### src/common/pss_pkg.sv
// Package for the PHY status summary register block
package pss_pkg;
   // ----------------------------------------------------------------
   // Register map as word indices; the byte address is the index times four
   // ----------------------------------------------------------------
   localparam logic [7:0] PSS_IDX_BASIC_STATUS = 8'h01;
   localparam logic [7:0] PSS_IDX_AUTONEG_EXP = 8'h06;
   localparam logic [7:0] PSS_IDX_SUMMARY = 8'h10;
   localparam logic [7:0] PSS_IDX_INTR_STATUS = 8'h12;
   localparam logic [7:0] PSS_IDX_FALSE_CARRIER = 8'h14;
   localparam logic [7:0] PSS_IDX_RX_ERROR = 8'h15;
   localparam logic [7:0] PSS_IDX_TENBASE = 8'h1A;
   localparam int PSS_ADDR_W = 10;
   localparam logic [31:0] PSS_RESET_VALUE = 32'h0000_0000;
   // ----------------------------------------------------------------
   // Field positions in the summary word
   // ----------------------------------------------------------------
   localparam int PSS_B_LINK = 0;
   localparam int PSS_B_SPEED10 = 1;
   localparam int PSS_B_DUPLEX = 2;
   localparam int PSS_B_LOOPBACK = 3;
   localparam int PSS_B_AN_DONE = 4;
   localparam int PSS_B_JABBER = 5;
   localparam int PSS_B_REM_FAULT = 6;
   localparam int PSS_B_INT_PEND = 7;
   localparam int PSS_B_PAGE_RX = 8;
   localparam int PSS_B_DESCR_LOCK = 9;
   localparam int PSS_B_SIG_DET = 10;
   localparam int PSS_B_FALSE_CARR = 11;
   localparam int PSS_B_POLARITY = 12;
   localparam int PSS_B_RX_ERR = 13;
   localparam int PSS_B_CROSSOVER = 14;
endpackage : pss_pkg

### src/hw/pss_status.sv
// PHY status summary register with APB slave and clear-on-read tracking
//
// The APB interface to the registers is this design's own decision.
`timescale 1ns/1ps
// ------------------------------------------------------------------
// ------------------------------------------------------------------
module pss_status (
   input wire logic pclk,
   input wire logic presetn,
   // APB slave side
   input wire logic psel,
   input wire logic penable,
   input wire logic pwrite,
   input wire logic [pss_pkg::PSS_ADDR_W-1:0] paddr,
   input wire logic [31:0] pwdata,
   input wire logic [3:0] pstrb,
   output logic [31:0] prdata,
   output logic pready,
   output logic pslverr,
   // Events and levels from the receive, negotiation and crossover logic
   input wire logic rx_error_event,
   input wire logic false_carrier_event,
   input wire logic polarity_inverted_event,
   input wire logic signal_detect,
   input wire logic descrambler_lock,
   input wire logic page_received_event,
   input wire logic interrupt_pending,
   input wire logic remote_fault_event,
   input wire logic jabber_detected,
   input wire logic autoneg_complete,
   input wire logic loopback_enabled,
   input wire logic full_duplex,
   input wire logic speed_10,
   input wire logic link_valid,
   input wire logic crossover_swapped,
   // Read strobes; each source register runs its own clear-on-read
   output logic rx_error_count_rd,
   output logic false_carrier_count_rd,
   output logic tenbase_status_rd,
   output logic autoneg_expansion_rd,
   output logic basic_status_rd,
   output logic interrupt_status_rd
);
   import pss_pkg::*;

   // ---------------------------------------------------------------
   // Bus decode
   // ---------------------------------------------------------------
   logic access;
   logic rd_access;
   logic setup;
   logic setup_rd;
   logic [PSS_ADDR_W-1:0] summary_addr;
   logic hit_summary;
   logic hit_basic;
   logic hit_autoneg;
   logic hit_intr;
   logic hit_false_carr;
   logic hit_rx_err;
   logic hit_tenbase;
   logic hit_source;

   // ---------------------------------------------------------------
   // Status state
   // ---------------------------------------------------------------
   logic rx_err;
   logic false_carr;
   logic polarity;
   logic page_rx;
   logic rem_fault;
   logic sig_det;
   logic descr_lock;
   logic sig_det_low;
   logic lock_low;
   logic [15:0] summary;

   // Each register is one aligned word, so the two low address bits are zero
   function automatic logic hit(input logic [PSS_ADDR_W-1:0] a, input logic [7:0] idx);
      hit = (a == {idx, 2'b00});
   endfunction : hit

   // Setup selects the read data, access carries the side effects
   assign setup = psel && !penable;
   assign setup_rd = setup && !pwrite;
   assign access = psel && penable;
   assign rd_access = access && !pwrite;
   assign summary_addr = {PSS_IDX_SUMMARY, 2'b00};
   assign hit_summary = (paddr == summary_addr);
   assign hit_basic = hit(paddr, PSS_IDX_BASIC_STATUS);
   assign hit_autoneg = hit(paddr, PSS_IDX_AUTONEG_EXP);
   assign hit_intr = hit(paddr, PSS_IDX_INTR_STATUS);
   assign hit_false_carr = hit(paddr, PSS_IDX_FALSE_CARRIER);
   assign hit_rx_err = hit(paddr, PSS_IDX_RX_ERROR);
   assign hit_tenbase = hit(paddr, PSS_IDX_TENBASE);
   assign hit_source = hit_basic || hit_autoneg || hit_intr
      || hit_false_carr || hit_rx_err || hit_tenbase;

   // ---------------------------------------------------------------
   // Bus response
   // ---------------------------------------------------------------
   // Zero wait states; errors only for unmapped addresses
   assign pready = 1'b1;
   assign pslverr = access && !hit_summary && !hit_source;

   // ---------------------------------------------------------------
   // Source register read strobes
   // ---------------------------------------------------------------
   // Only reads count: a write to a counter must not clear its latch
   // receive error clear
   assign rx_error_count_rd = rd_access && hit_rx_err;
   assign false_carrier_count_rd = rd_access && hit_false_carr;
   assign tenbase_status_rd = rd_access && hit_tenbase;
   assign autoneg_expansion_rd = rd_access && hit_autoneg;
   assign basic_status_rd = rd_access && hit_basic;
   assign interrupt_status_rd = rd_access && hit_intr;

   // ---------------------------------------------------------------
   // Latching-high mirrors; event wins over a clearing read,
   // so an event that races the source register read is never lost
   // ---------------------------------------------------------------
   // receive error latch
   always_ff @(posedge pclk or negedge presetn) begin
      if (!presetn) begin
         rx_err <= 1'b0;
      end else if (rx_error_event) begin
         rx_err <= 1'b1;
      end else if (rx_error_count_rd) begin
         rx_err <= 1'b0;
      end
   end

   always_ff @(posedge pclk or negedge presetn) begin
      if (!presetn) begin
         false_carr <= 1'b0;
      end else if (false_carrier_event) begin
         false_carr <= 1'b1;
      end else if (false_carrier_count_rd) begin
         false_carr <= 1'b0;
      end
   end

   always_ff @(posedge pclk or negedge presetn) begin
      if (!presetn) begin
         polarity <= 1'b0;
      end else if (polarity_inverted_event) begin
         polarity <= 1'b1;
      end else if (tenbase_status_rd) begin
         polarity <= 1'b0;
      end
   end

   always_ff @(posedge pclk or negedge presetn) begin
      if (!presetn) begin
         page_rx <= 1'b0;
      end else if (page_received_event) begin
         page_rx <= 1'b1;
      end else if (autoneg_expansion_rd) begin
         page_rx <= 1'b0;
      end
   end

   always_ff @(posedge pclk or negedge presetn) begin
      if (!presetn) begin
         rem_fault <= 1'b0;
      end else if (remote_fault_event) begin
         rem_fault <= 1'b1;
      end else if (basic_status_rd) begin
         rem_fault <= 1'b0;
      end
   end

   // ---------------------------------------------------------------
   // Latching-low indications, released by a read of the summary
   // A drop stays visible until software has read it once
   // ---------------------------------------------------------------
   // signal detect latch low
   always_ff @(posedge pclk or negedge presetn) begin
      if (!presetn) begin
         sig_det_low <= 1'b1;
      end else if (!signal_detect) begin
         sig_det_low <= 1'b1;
      end else if (rd_access && hit_summary) begin
         sig_det_low <= 1'b0;
      end
   end

   always_ff @(posedge pclk or negedge presetn) begin
      if (!presetn) begin
         lock_low <= 1'b1;
      end else if (!descrambler_lock) begin
         lock_low <= 1'b1;
      end else if (rd_access && hit_summary) begin
         lock_low <= 1'b0;
      end
   end

   // Latch starts dropped so the first read after reset shows zero
   assign sig_det = signal_detect && !sig_det_low;
   assign descr_lock = descrambler_lock && !lock_low;

   // ---------------------------------------------------------------
   // Summary word
   // ---------------------------------------------------------------
   always_comb begin
      // Bit 15 is reserved and stays zero
      summary = 16'h0000;
      summary[PSS_B_CROSSOVER] = crossover_swapped;
      summary[PSS_B_RX_ERR] = rx_err;
      summary[PSS_B_POLARITY] = polarity;
      summary[PSS_B_FALSE_CARR] = false_carr;
      summary[PSS_B_SIG_DET] = sig_det;
      summary[PSS_B_DESCR_LOCK] = descr_lock;
      summary[PSS_B_PAGE_RX] = page_rx;
      summary[PSS_B_INT_PEND] = interrupt_pending;
      summary[PSS_B_REM_FAULT] = rem_fault;

      // Live levels pass straight through; their owners set the timing
      // jabber mirror
      summary[PSS_B_JABBER] = jabber_detected;
      summary[PSS_B_AN_DONE] = autoneg_complete;
      summary[PSS_B_LOOPBACK] = loopback_enabled;
      summary[PSS_B_DUPLEX] = full_duplex;
      summary[PSS_B_SPEED10] = speed_10;
      summary[PSS_B_LINK] = link_valid;
   end

   // ---------------------------------------------------------------
   // Read data
   // ---------------------------------------------------------------
   // Taken at the setup edge so it stands through the access phase,
   // before the latch-low release at the access edge can change it;
   // every other address reads zero
   // writes ignored, reset zero
   always_ff @(posedge pclk or negedge presetn) begin
      if (!presetn) begin
         prdata <= PSS_RESET_VALUE;
      end else if (setup_rd && hit_summary) begin
         prdata <= {16'h0000, summary};
      end else if (setup) begin
         prdata <= PSS_RESET_VALUE;
      end
   end

   // Write data has no destination in a read-only register
   logic unused_bits;
   assign unused_bits = ^{pwdata, pstrb};
endmodule : pss_status

### config.mk
export PLATFORM = sky130hd
export DESIGN_NAME = pss_status
export DESIGN_NICKNAME = d
export VERILOG_FILES = /design/src/common/pss_pkg.sv /design/src/hw/pss_status.sv
export SDC_FILE = /design/constraint.sdc
export NUM_CORES = 1
export LEC_CHECK = 0
export ABC_AREA = 1
export BUFFER_PORTS_ARGS = -buffer_cell sky130_fd_sc_hd__buf_4
export CAP_MARGIN = 20
export CORE_MARGIN = 2
export CORE_UTILIZATION = 38
export DETAILED_ROUTE_END_ITERATION = 10
export HOLD_SLACK_MARGIN = 0.03
export PLACE_DENSITY = 0.79
export SYNTH_ARGS = -nofsm -noshare
export SYNTH_HDL_FRONTEND = slang
export SYNTH_SLANG_ARGS = --single-unit
### constraint.sdc
create_clock -name pclk -period 0.9 [get_ports pclk]
set_input_delay 0.09 -clock pclk [delete_from_list [all_inputs] [get_ports pclk]]
set_output_delay 0.09 -clock pclk [all_outputs]
set_load 0.02 [all_outputs]
# == Yosys cells after proc, flatten, opt, wreduce, memory -nomap -nowiden ==
# Index checks and enable logic that the tools add are counted.
# totals
wordCells,65
inputBits,66
out_inout_bits,40
reg_bits,39
# op_classes
n_reduce_logical,33
n_eq_ne,9
muxes,15
# ops
operator,count
$mux 32,2
$eq 10x7->1 const B,5
$logic_and 1x1->1,16
$mux 1,13
$reduce_bool 2->1,6
$eq 10x3->1 const B,1
$eq 10x5->1 const B,1
$logic_not 1->1,6
$logic_or 1x1->1,5
$ne 2x1->1 const B,2

# == Depth between registers and ports, before layout ==
# Gate-level depths: netlist of the first run.
# logic_depth
ltp_word,8
ltp_mapped,7
mapped_depth_nobuf,7

# == Worst setup path after synthesis of the first run ==
# OpenSTA, ideal clock, no wires.
# synth_timing
path_type,input to register
startpoint,input port paddr[9] in the netlist's numbering
endpoint,register rx_err
required_time_ns,0.765
cell_stages,6
arrival_time_ns,0.915
path_buffers,0
slack_ns,-0.150
cell_sequence,nor2_2 nand2_1 nor2_1 nand2_1 nor2_1 o21bai_1
# synth_between
elab_chain_len,3
# synth_rtl
item,line,rtl
"start, declared",pss_status.sv:14,"input wire logic [pss_pkg::PSS_ADDR_W-1:0] paddr,"
$eq 10x7->1,pss_status.sv:79,"hit = (a == {idx, 2'b00});"
$logic_and 1x1->1,pss_status.sv:110,assign rx_error_count_rd = rd_access && hit_rx_err;
via rx_error_count_rd,pss_status.sv:37,"output logic rx_error_count_rd,"
$reduce_bool 2->1 (no source line),--,
"end signal, assigned",pss_status.sv:124,rx_err <= 1'b0;
"end signal, assigned",pss_status.sv:126,rx_err <= 1'b1;
"end signal, assigned",pss_status.sv:128,rx_err <= 1'b0;
"end, declared",pss_status.sv:66,logic rx_err;
# The timed path passes the listed nets, and every way through them passes these cells.
# A chain may end at the register's enable or synchronous reset.

# == Final worst setup path of the first run ==
# layout_timing
startpoint,input port paddr[9] in the netlist's numbering
endpoint,output port pslverr
# layout_between
elab_chain_len,8
word_cells_on_any_way,16
classes_between,eq/ne: 7; reduce/logical: 9
# layout_rtl
item,line,rtl
$eq 10x3->1 or $eq 10x5->1 (tied branches),pss_status.sv:79,
$logic_or 1x1->1 (2 in a row),pss_status.sv:95,assign hit_source = hit_basic || hit_autoneg || hit_intr
$logic_or 1x1->1 (3 in a row),pss_status.sv:96,|| hit_false_carr || hit_rx_err || hit_tenbase;
$logic_not 1->1,pss_status.sv:103,assign pslverr = access && !hit_summary && !hit_source;
$logic_and 1x1->1 *,pss_status.sv:103,
"end, declared",pss_status.sv:19,"output logic pslverr,"
# Mark *: on every way between the ends. The rest lies on a longest branch, timed or not.

==> results of run 1 <==
==> sequential cells by signal, indices dropped and copies added, names as in the netlist <==
signal	count
polarity	1
lock_low	1
false_carr	1
page_rx	1
rem_fault	1
rx_err	1
sig_det_low	1
prdata	15
==> per-stage QoR <==
stage / hold slack [ps] / area (µm²) / setup TNS [ps] / utilization
final: 172.7 / 2185 / -1646 / 0.7040
after global routing: 177.9 / 2185 / -2844 / 0.7040
after CTS: 165.3 / 2101 / -1442 / 0.6770
after detailed placement: -5.967 / 1713 / -4469 / 0.5520
after global placement: -9.663 / 1713 / -3640 / 0.5520
after floorplan: -205.6 / 1363 / -37.00 / -
==> worst max-delay path, delay by kind of cell <==
kind / cells / cell delay, ps
AND/OR/NAND/NOR: 6 / 710
buffers and inverters: 2 / 250
==> power breakdown <==
group          leakage, nW  internal, W  switching, W
Sequential           0.274     0.000989   0.000000233
Combinational        0.881     0.000188      0.000243
Clock               0.0150     0.000172      0.000281
==> layer usage <==
layer | vias to the layer above | GRT usage | share of wire
met2 | 48 | 0.3639 | 0.58
met1 | 591 | 0.2181 | 0.37
met5 | - | 0 | 0
met3 | 4 | 0.02070 | 0.035
li1 | 640 | - | -
met4 | 0 | 0.08815 | 0.014
==> kinds of logic (layout without fill, tap and decap cells) <==
logic type      after synthesis  after routing  synth area share
buf+inv                      42            106            0.1816
compound gates               24             24            0.1027
simple gates                 73             73            0.2734
flops                        22             22            0.4363
other cells                   2             18          0.005925
==> layout by cell type, fill, tap and decap left out <==
cell	count
buf_4	37
nand2_4	1
conb_1	18
nor3_4	4
o21ai_1	4
clkbuf_4	3
nor2_1	9
clkbuf_1	1
buf_6	29
nand2_2	5
nor2_2	4
inv_1	15
nand3_1	10
inv_2	5
dfrtp_1	20
nand2_1	22
o21bai_1	4
dfstp_2	2
nand3_2	4
o21ai_2	1
nand3_4	3
o21ai_0	15
dlygate4sd3_1	16
nor2_4	10
nor3_1	1
==> layout make-up <==
type | count | area (µm²) | share of cell area
repair buffers | 82 | 764.5 | 0.3499
multi-input cells | 115 | 710.7 | 0.3253
flip-flops and latches | 22 | 553.0 | 0.2531
inverters | 20 | 75.07 | 0.03436
well taps | 44 | 55.05 | 0.02520
clock buffers | 4 | 26.28 | 0.01203
==> final timing paths <==
path / from / end / slack (ps) / depth (start not counted)
worst max-delay path: paddr[9] / pslverr / -240 / 8
worst min-delay path: penable / prdata[2] / 170 / 4
worst max register to register: sig_det_low / prdata[10] / 90 / 3
worst min register to register: polarity / polarity / 490 / 2
max in group asynchronous: presetn / lock_low / 420 / 2
min in group asynchronous: presetn / prdata[7] / 210 / 2
==> what timing repair did <==
| action | CTS | global route |
|---|---|---|
| pin swaps | 14 | 7 |
| endpoints found under the hold margin | 37 | 0 |
| hold buffers | 16 | 0 |
| resized for setup | 41 | 21 |
| buffers inserted | 5 | 1 |
| setup endpoints to repair | 22 | 33 |
==> impl_metrics.yaml, run 1 <==
logic_synthesis:
  synth_cell_type_count: 20
  ys.flop_type: "dfrtp_1"
  yosysSeqAreaShare: 0.4363
  syn_area_per_cell_um2: 7.776
  synth.area.top_cells: "dfrtp_1, buf_4, nand2_1, nand3_1, o21ai_0"
  syn_inst: 163
  synth_area_um2: 1267
  synth_top_area_share: 0.3949
  synth-seq-cells: 22
  synth_most_common_cell: "nand2_1"
  async_flop_share: 1.000
  yosysTopAreaCell: "dfrtp_1"
  yosysWarnings: 0
  synth_edf_count: 0
  synth_common_cells: "nand2_1, dfrtp_1, buf_4"
place:
  post-place-cells: 261
  gp_congestion: 0.8100
  pre_cts_slack_ps: -220.2
  hpwlAfterDp_mm: 2.317
  io_buffer_count: 51
timing:
  finalCritPeriodShare: 1.267
  finalHoldViolCount: 0
  rsz0062_at_grt: "true"
  setup_slack_ps: -240.2
  final_max_slew_viol_count: 0
  max_freq_mhz: 877.0
  skew_ps: 0.8019
  finalSetupViolCount: 24
  min_period_ps: 1140
global_route:
  grt_overflow: 0
  antenna_found_initial: 0
  grt_usage: 0.1937
  grt_pass1_wl_mm: 5.382
  grt_max_degree: 23
  first_global_vias: 1261
critical_path:
  crit_slowest_cell: "nor2_4"
  cp-end-kind: "output pin"
  crit_chain: "buf_6 > nor2_4 > nand3_4 > nor2_2 > nor2_1 > nand2_1 > nor2_1 > buf_4"
  cp.arrival_ps: 1050
  critPathLaunchType: "input port"
  timing.critical_path.mode_cell: "nor2_1"
  critPathMaxFanout: 5
  cpPeakStageDelay_ps: 250
  worstPathRequired_ps: 810
  worstSetupPathType: "in2out"
routing:
  drt_iter0_drc: 60
  wl_per_cell_um: 12.55
  drt-total-wl_mm: 3.603
  drc: 0
  num_vias: 1283
  routed_via_density: 4.470
  ant_nets: 0
  first_pass_iters: 4
final_layout:
  drive_gt1_frac: 0.4444
  fillers: 254
  diodes: 0
  syn_to_final_growth_pct: 72.36
  final_cell_count_no_fill: 287
  final_nets: 310
floorplan:
  ioPinCount: 106
  core_um2: 3103
  dieArea_um2: 3814
  start_util: 0.4085
  row_count: 20
  dieWidth_um: 61.76
  die_h_um: 61.76
cts:
  cts.path.max_buffers: 2
  clk_latency_ps: 290
  cts.reportedPaths.clkPinSlew_ps: 120
  cts.sink_count: 22
  numCtsBuffers: 3
  root_buffer: "clkbuf_4"
  cts_tree: "done"
  htreeDepth: 1
pwr:
  p_leak_nw: 1.171
  p_per_area_nw_per_um2: 857.9
  irDropWorstVdd_mv: 0.4283
  p_total_w: 0.001874
run_status:
  status: "complete, but fails checks"
  violations: "setup timing"
min_path:
  hp-class: "in2reg"
job:
  drv_cap: 0
Power figures use the tool's default switching activity.
==> run 2, diff against run 1 <==
--- a/config.mk
+++ b/config.mk
@@ -10,6 +10,7 @@
 export CAP_MARGIN = 20
 export CORE_MARGIN = 2
 export CORE_UTILIZATION = 38
+export CTS_BUF_LIST = sky130_fd_sc_hd__clkbuf_4 sky130_fd_sc_hd__clkbuf_8 sky130_fd_sc_hd__clkbuf_16
 export DETAILED_ROUTE_END_ITERATION = 10
 export HOLD_SLACK_MARGIN = 0.03
 export PLACE_DENSITY = 0.79
==> run 2 against run 1 <==
Effect of this change: the run still ends with setup timing left; non-clock buffer count did not move; combinational power barely moved; sequential share of layout area barely moved; die area did not move.
==> impl_metrics.yaml, run 2 (synthesis results as in run 1) <==
run_status:
  status: "complete, but fails checks"
  violations: "setup timing"
critical_path:
  cp-end-kind: "output pin"
  cpPeakStageDelay_ps: 250
  cp.arrival_ps: 1050
  worstSetupPathType: "in2out"
  worstPathBufferInverterCount: 2
  crit_slowest_cell: "nor2_4"
  crit_chain: "buf_6 > nor2_4 > nand3_4 > nor2_2 > nor2_1 > nand2_1 > nor2_1 > buf_4"
  timing.critical_path.mode_cell: "nor2_1"
  cp_top_family: "simple AND/OR/NAND/NOR gates"
  worstPathRequired_ps: 810
  critPathMaxFanout: 5
  critPathLaunchType: "input port"
floorplan:
  ioPinCount: 106
  start_util: 0.4085
  row_count: 20
  dieWidth_um: 61.76
  dieArea_um2: 3814
  die_h_um: 61.76
  core_um2: 3103
place:
  post-place-cells: 261
  gp_congestion: 0.8100
  pre_cts_slack_ps: -220.2
  io_buffer_count: 51
  hpwlAfterDp_mm: 2.317
final_layout:
  largest_register: "prdata"
  largest_reg_flops: 15
  syn_to_final_growth_pct: 72.66
  utilization: 0.7052
  layout_commonest_cell: "buf_4"
  final_nets: 310
  seqCellArea_um2: 553.0
  multi_input_area_um2: 710.7
  drive_gt1_frac: 0.4486
  mostFrequentLayoutCells: "buf_4, buf_6, nand2_1"
  final_cell_count_no_fill: 287
  fillers: 254
  diodes: 0
cts:
  cts.reportedPaths.clkPinSlew_ps: 120
  cts_tree: "done"
  cts.sink_count: 22
  cts.path.max_buffers: 2
  htreeDepth: 1
  root_buffer: "clkbuf_4"
  numCtsBuffers: 3
  clk_latency_ps: 290
pwr:
  p_total_w: 0.001907
  power_frac_comb: 0.226
  p_per_area_nw_per_um2: 871.6
  clkPwrFrac: 0.255
  swShare: 0.2769
  pwr-share-seq: 0.519
  net-switching-power_w: 0.0005281
  p_leak_nw: 1.174
  irDropWorstVdd_mv: 0.4288
  intPower_w: 0.001379
global_route:
  grt_max_degree: 23
  grt_pass1_wl_mm: 5.382
  first_global_vias: 1261
  grt_overflow: 0
  antenna_found_initial: 0
  grt_usage: 0.1937
min_path:
  hp-class: "in2reg"
routing:
  num_vias: 1285
  first_pass_iters: 4
  wl_per_cell_um: 12.56
  drt-total-wl_mm: 3.606
  drt_iter0_drc: 60
  ant_nets: 0
  routed_via_density: 4.477
  drc: 0
timing:
  max_freq_mhz: 877.0
  min_period_ps: 1140
  skew_ps: 0.8054
  finalSetupViolCount: 24
  setup_slack_ps: -240.2
  finalHoldViolCount: 0
  finalCritPeriodShare: 1.267
  final_max_slew_viol_count: 0
  rsz0062_at_grt: "true"
job:
  drv_cap: 0
## run 2: cell counts in the layout (fill, tap and decap cells not counted)
Identical to the previous run, type by type.
## run 2: repair_timing
action / in CTS / in global routing
endpoints found under the setup margin: 22 / 33
gates resized for setup: 41 / 21
pin swaps: 14 / 7
cloned: 0 / 0
hold buffers: 16 / 0
buffers inserted: 5 / 1
endpoints found under the hold margin: 37 / 0
## run 2: metrics by stage
step | hold slack (ps) | TNS [ps] | area, µm²
after CTS | 165.0 | -1446 | 2105
after floorplan | -205.6 | -37.00 | 1363
after global placement | -9.663 | -3640 | 1713
after global routing | 177.5 | -2847 | 2188
final | 171.4 | -1664 | 2188
after detailed placement | -5.967 | -4469 | 1713
## run 2: layout make-up
type,count,share of cell area
Clock buffer,4,0.01372
Inverter,20,0.03431
Multi-Input combinational cell,115,0.3248
Sequential cell,22,0.2527
Tap cell,44,0.02516
Timing Repair Buffer,82,0.3493
## run 2: worst min-delay path: stages
cell     delay [ps]
buf_4           100
buf_4           110
o21ai_0          70
nand2_1          60
## run 2: routing by layer
| layer | vias to the layer above | global-route usage | wire length, µm |
|---|---|---|---|
| li1 | 640 | - | - |
| met5 | - | 0 | 0 |
| met2 | 48 | 0.3639 | 2088 |
| met1 | 593 | 0.2181 | 1339 |
| met3 | 4 | 0.02070 | 127 |
| met4 | 0 | 0.08815 | 50 |
## run 2: power groups by stage
stage | logic [W] | clock network [W] | registers [W]
after global routing | 0.000462 | 0.000561 | 0.000990
after global placement | 0.000309 | 0 | 0.00101
after floorplan | 0.000202 | 0 | 0.00101
final | 0.000431 | 0.000487 | 0.000989
after CTS | 0.000408 | 0.000499 | 0.000989
after detailed placement | 0.000313 | 0 | 0.00101
## run 2: worst paths after layout
kind,endpoint,cells past startpoint,from,slack [ps]
worst min register to register,polarity,2,polarity,490
min in group asynchronous,prdata[7],2,presetn,200
worst max register to register,prdata[10],3,sig_det_low,90
worst min-delay path,prdata[2],4,penable,170
max in group asynchronous,lock_low,2,presetn,420
worst max-delay path,pslverr,8,paddr[9],-240
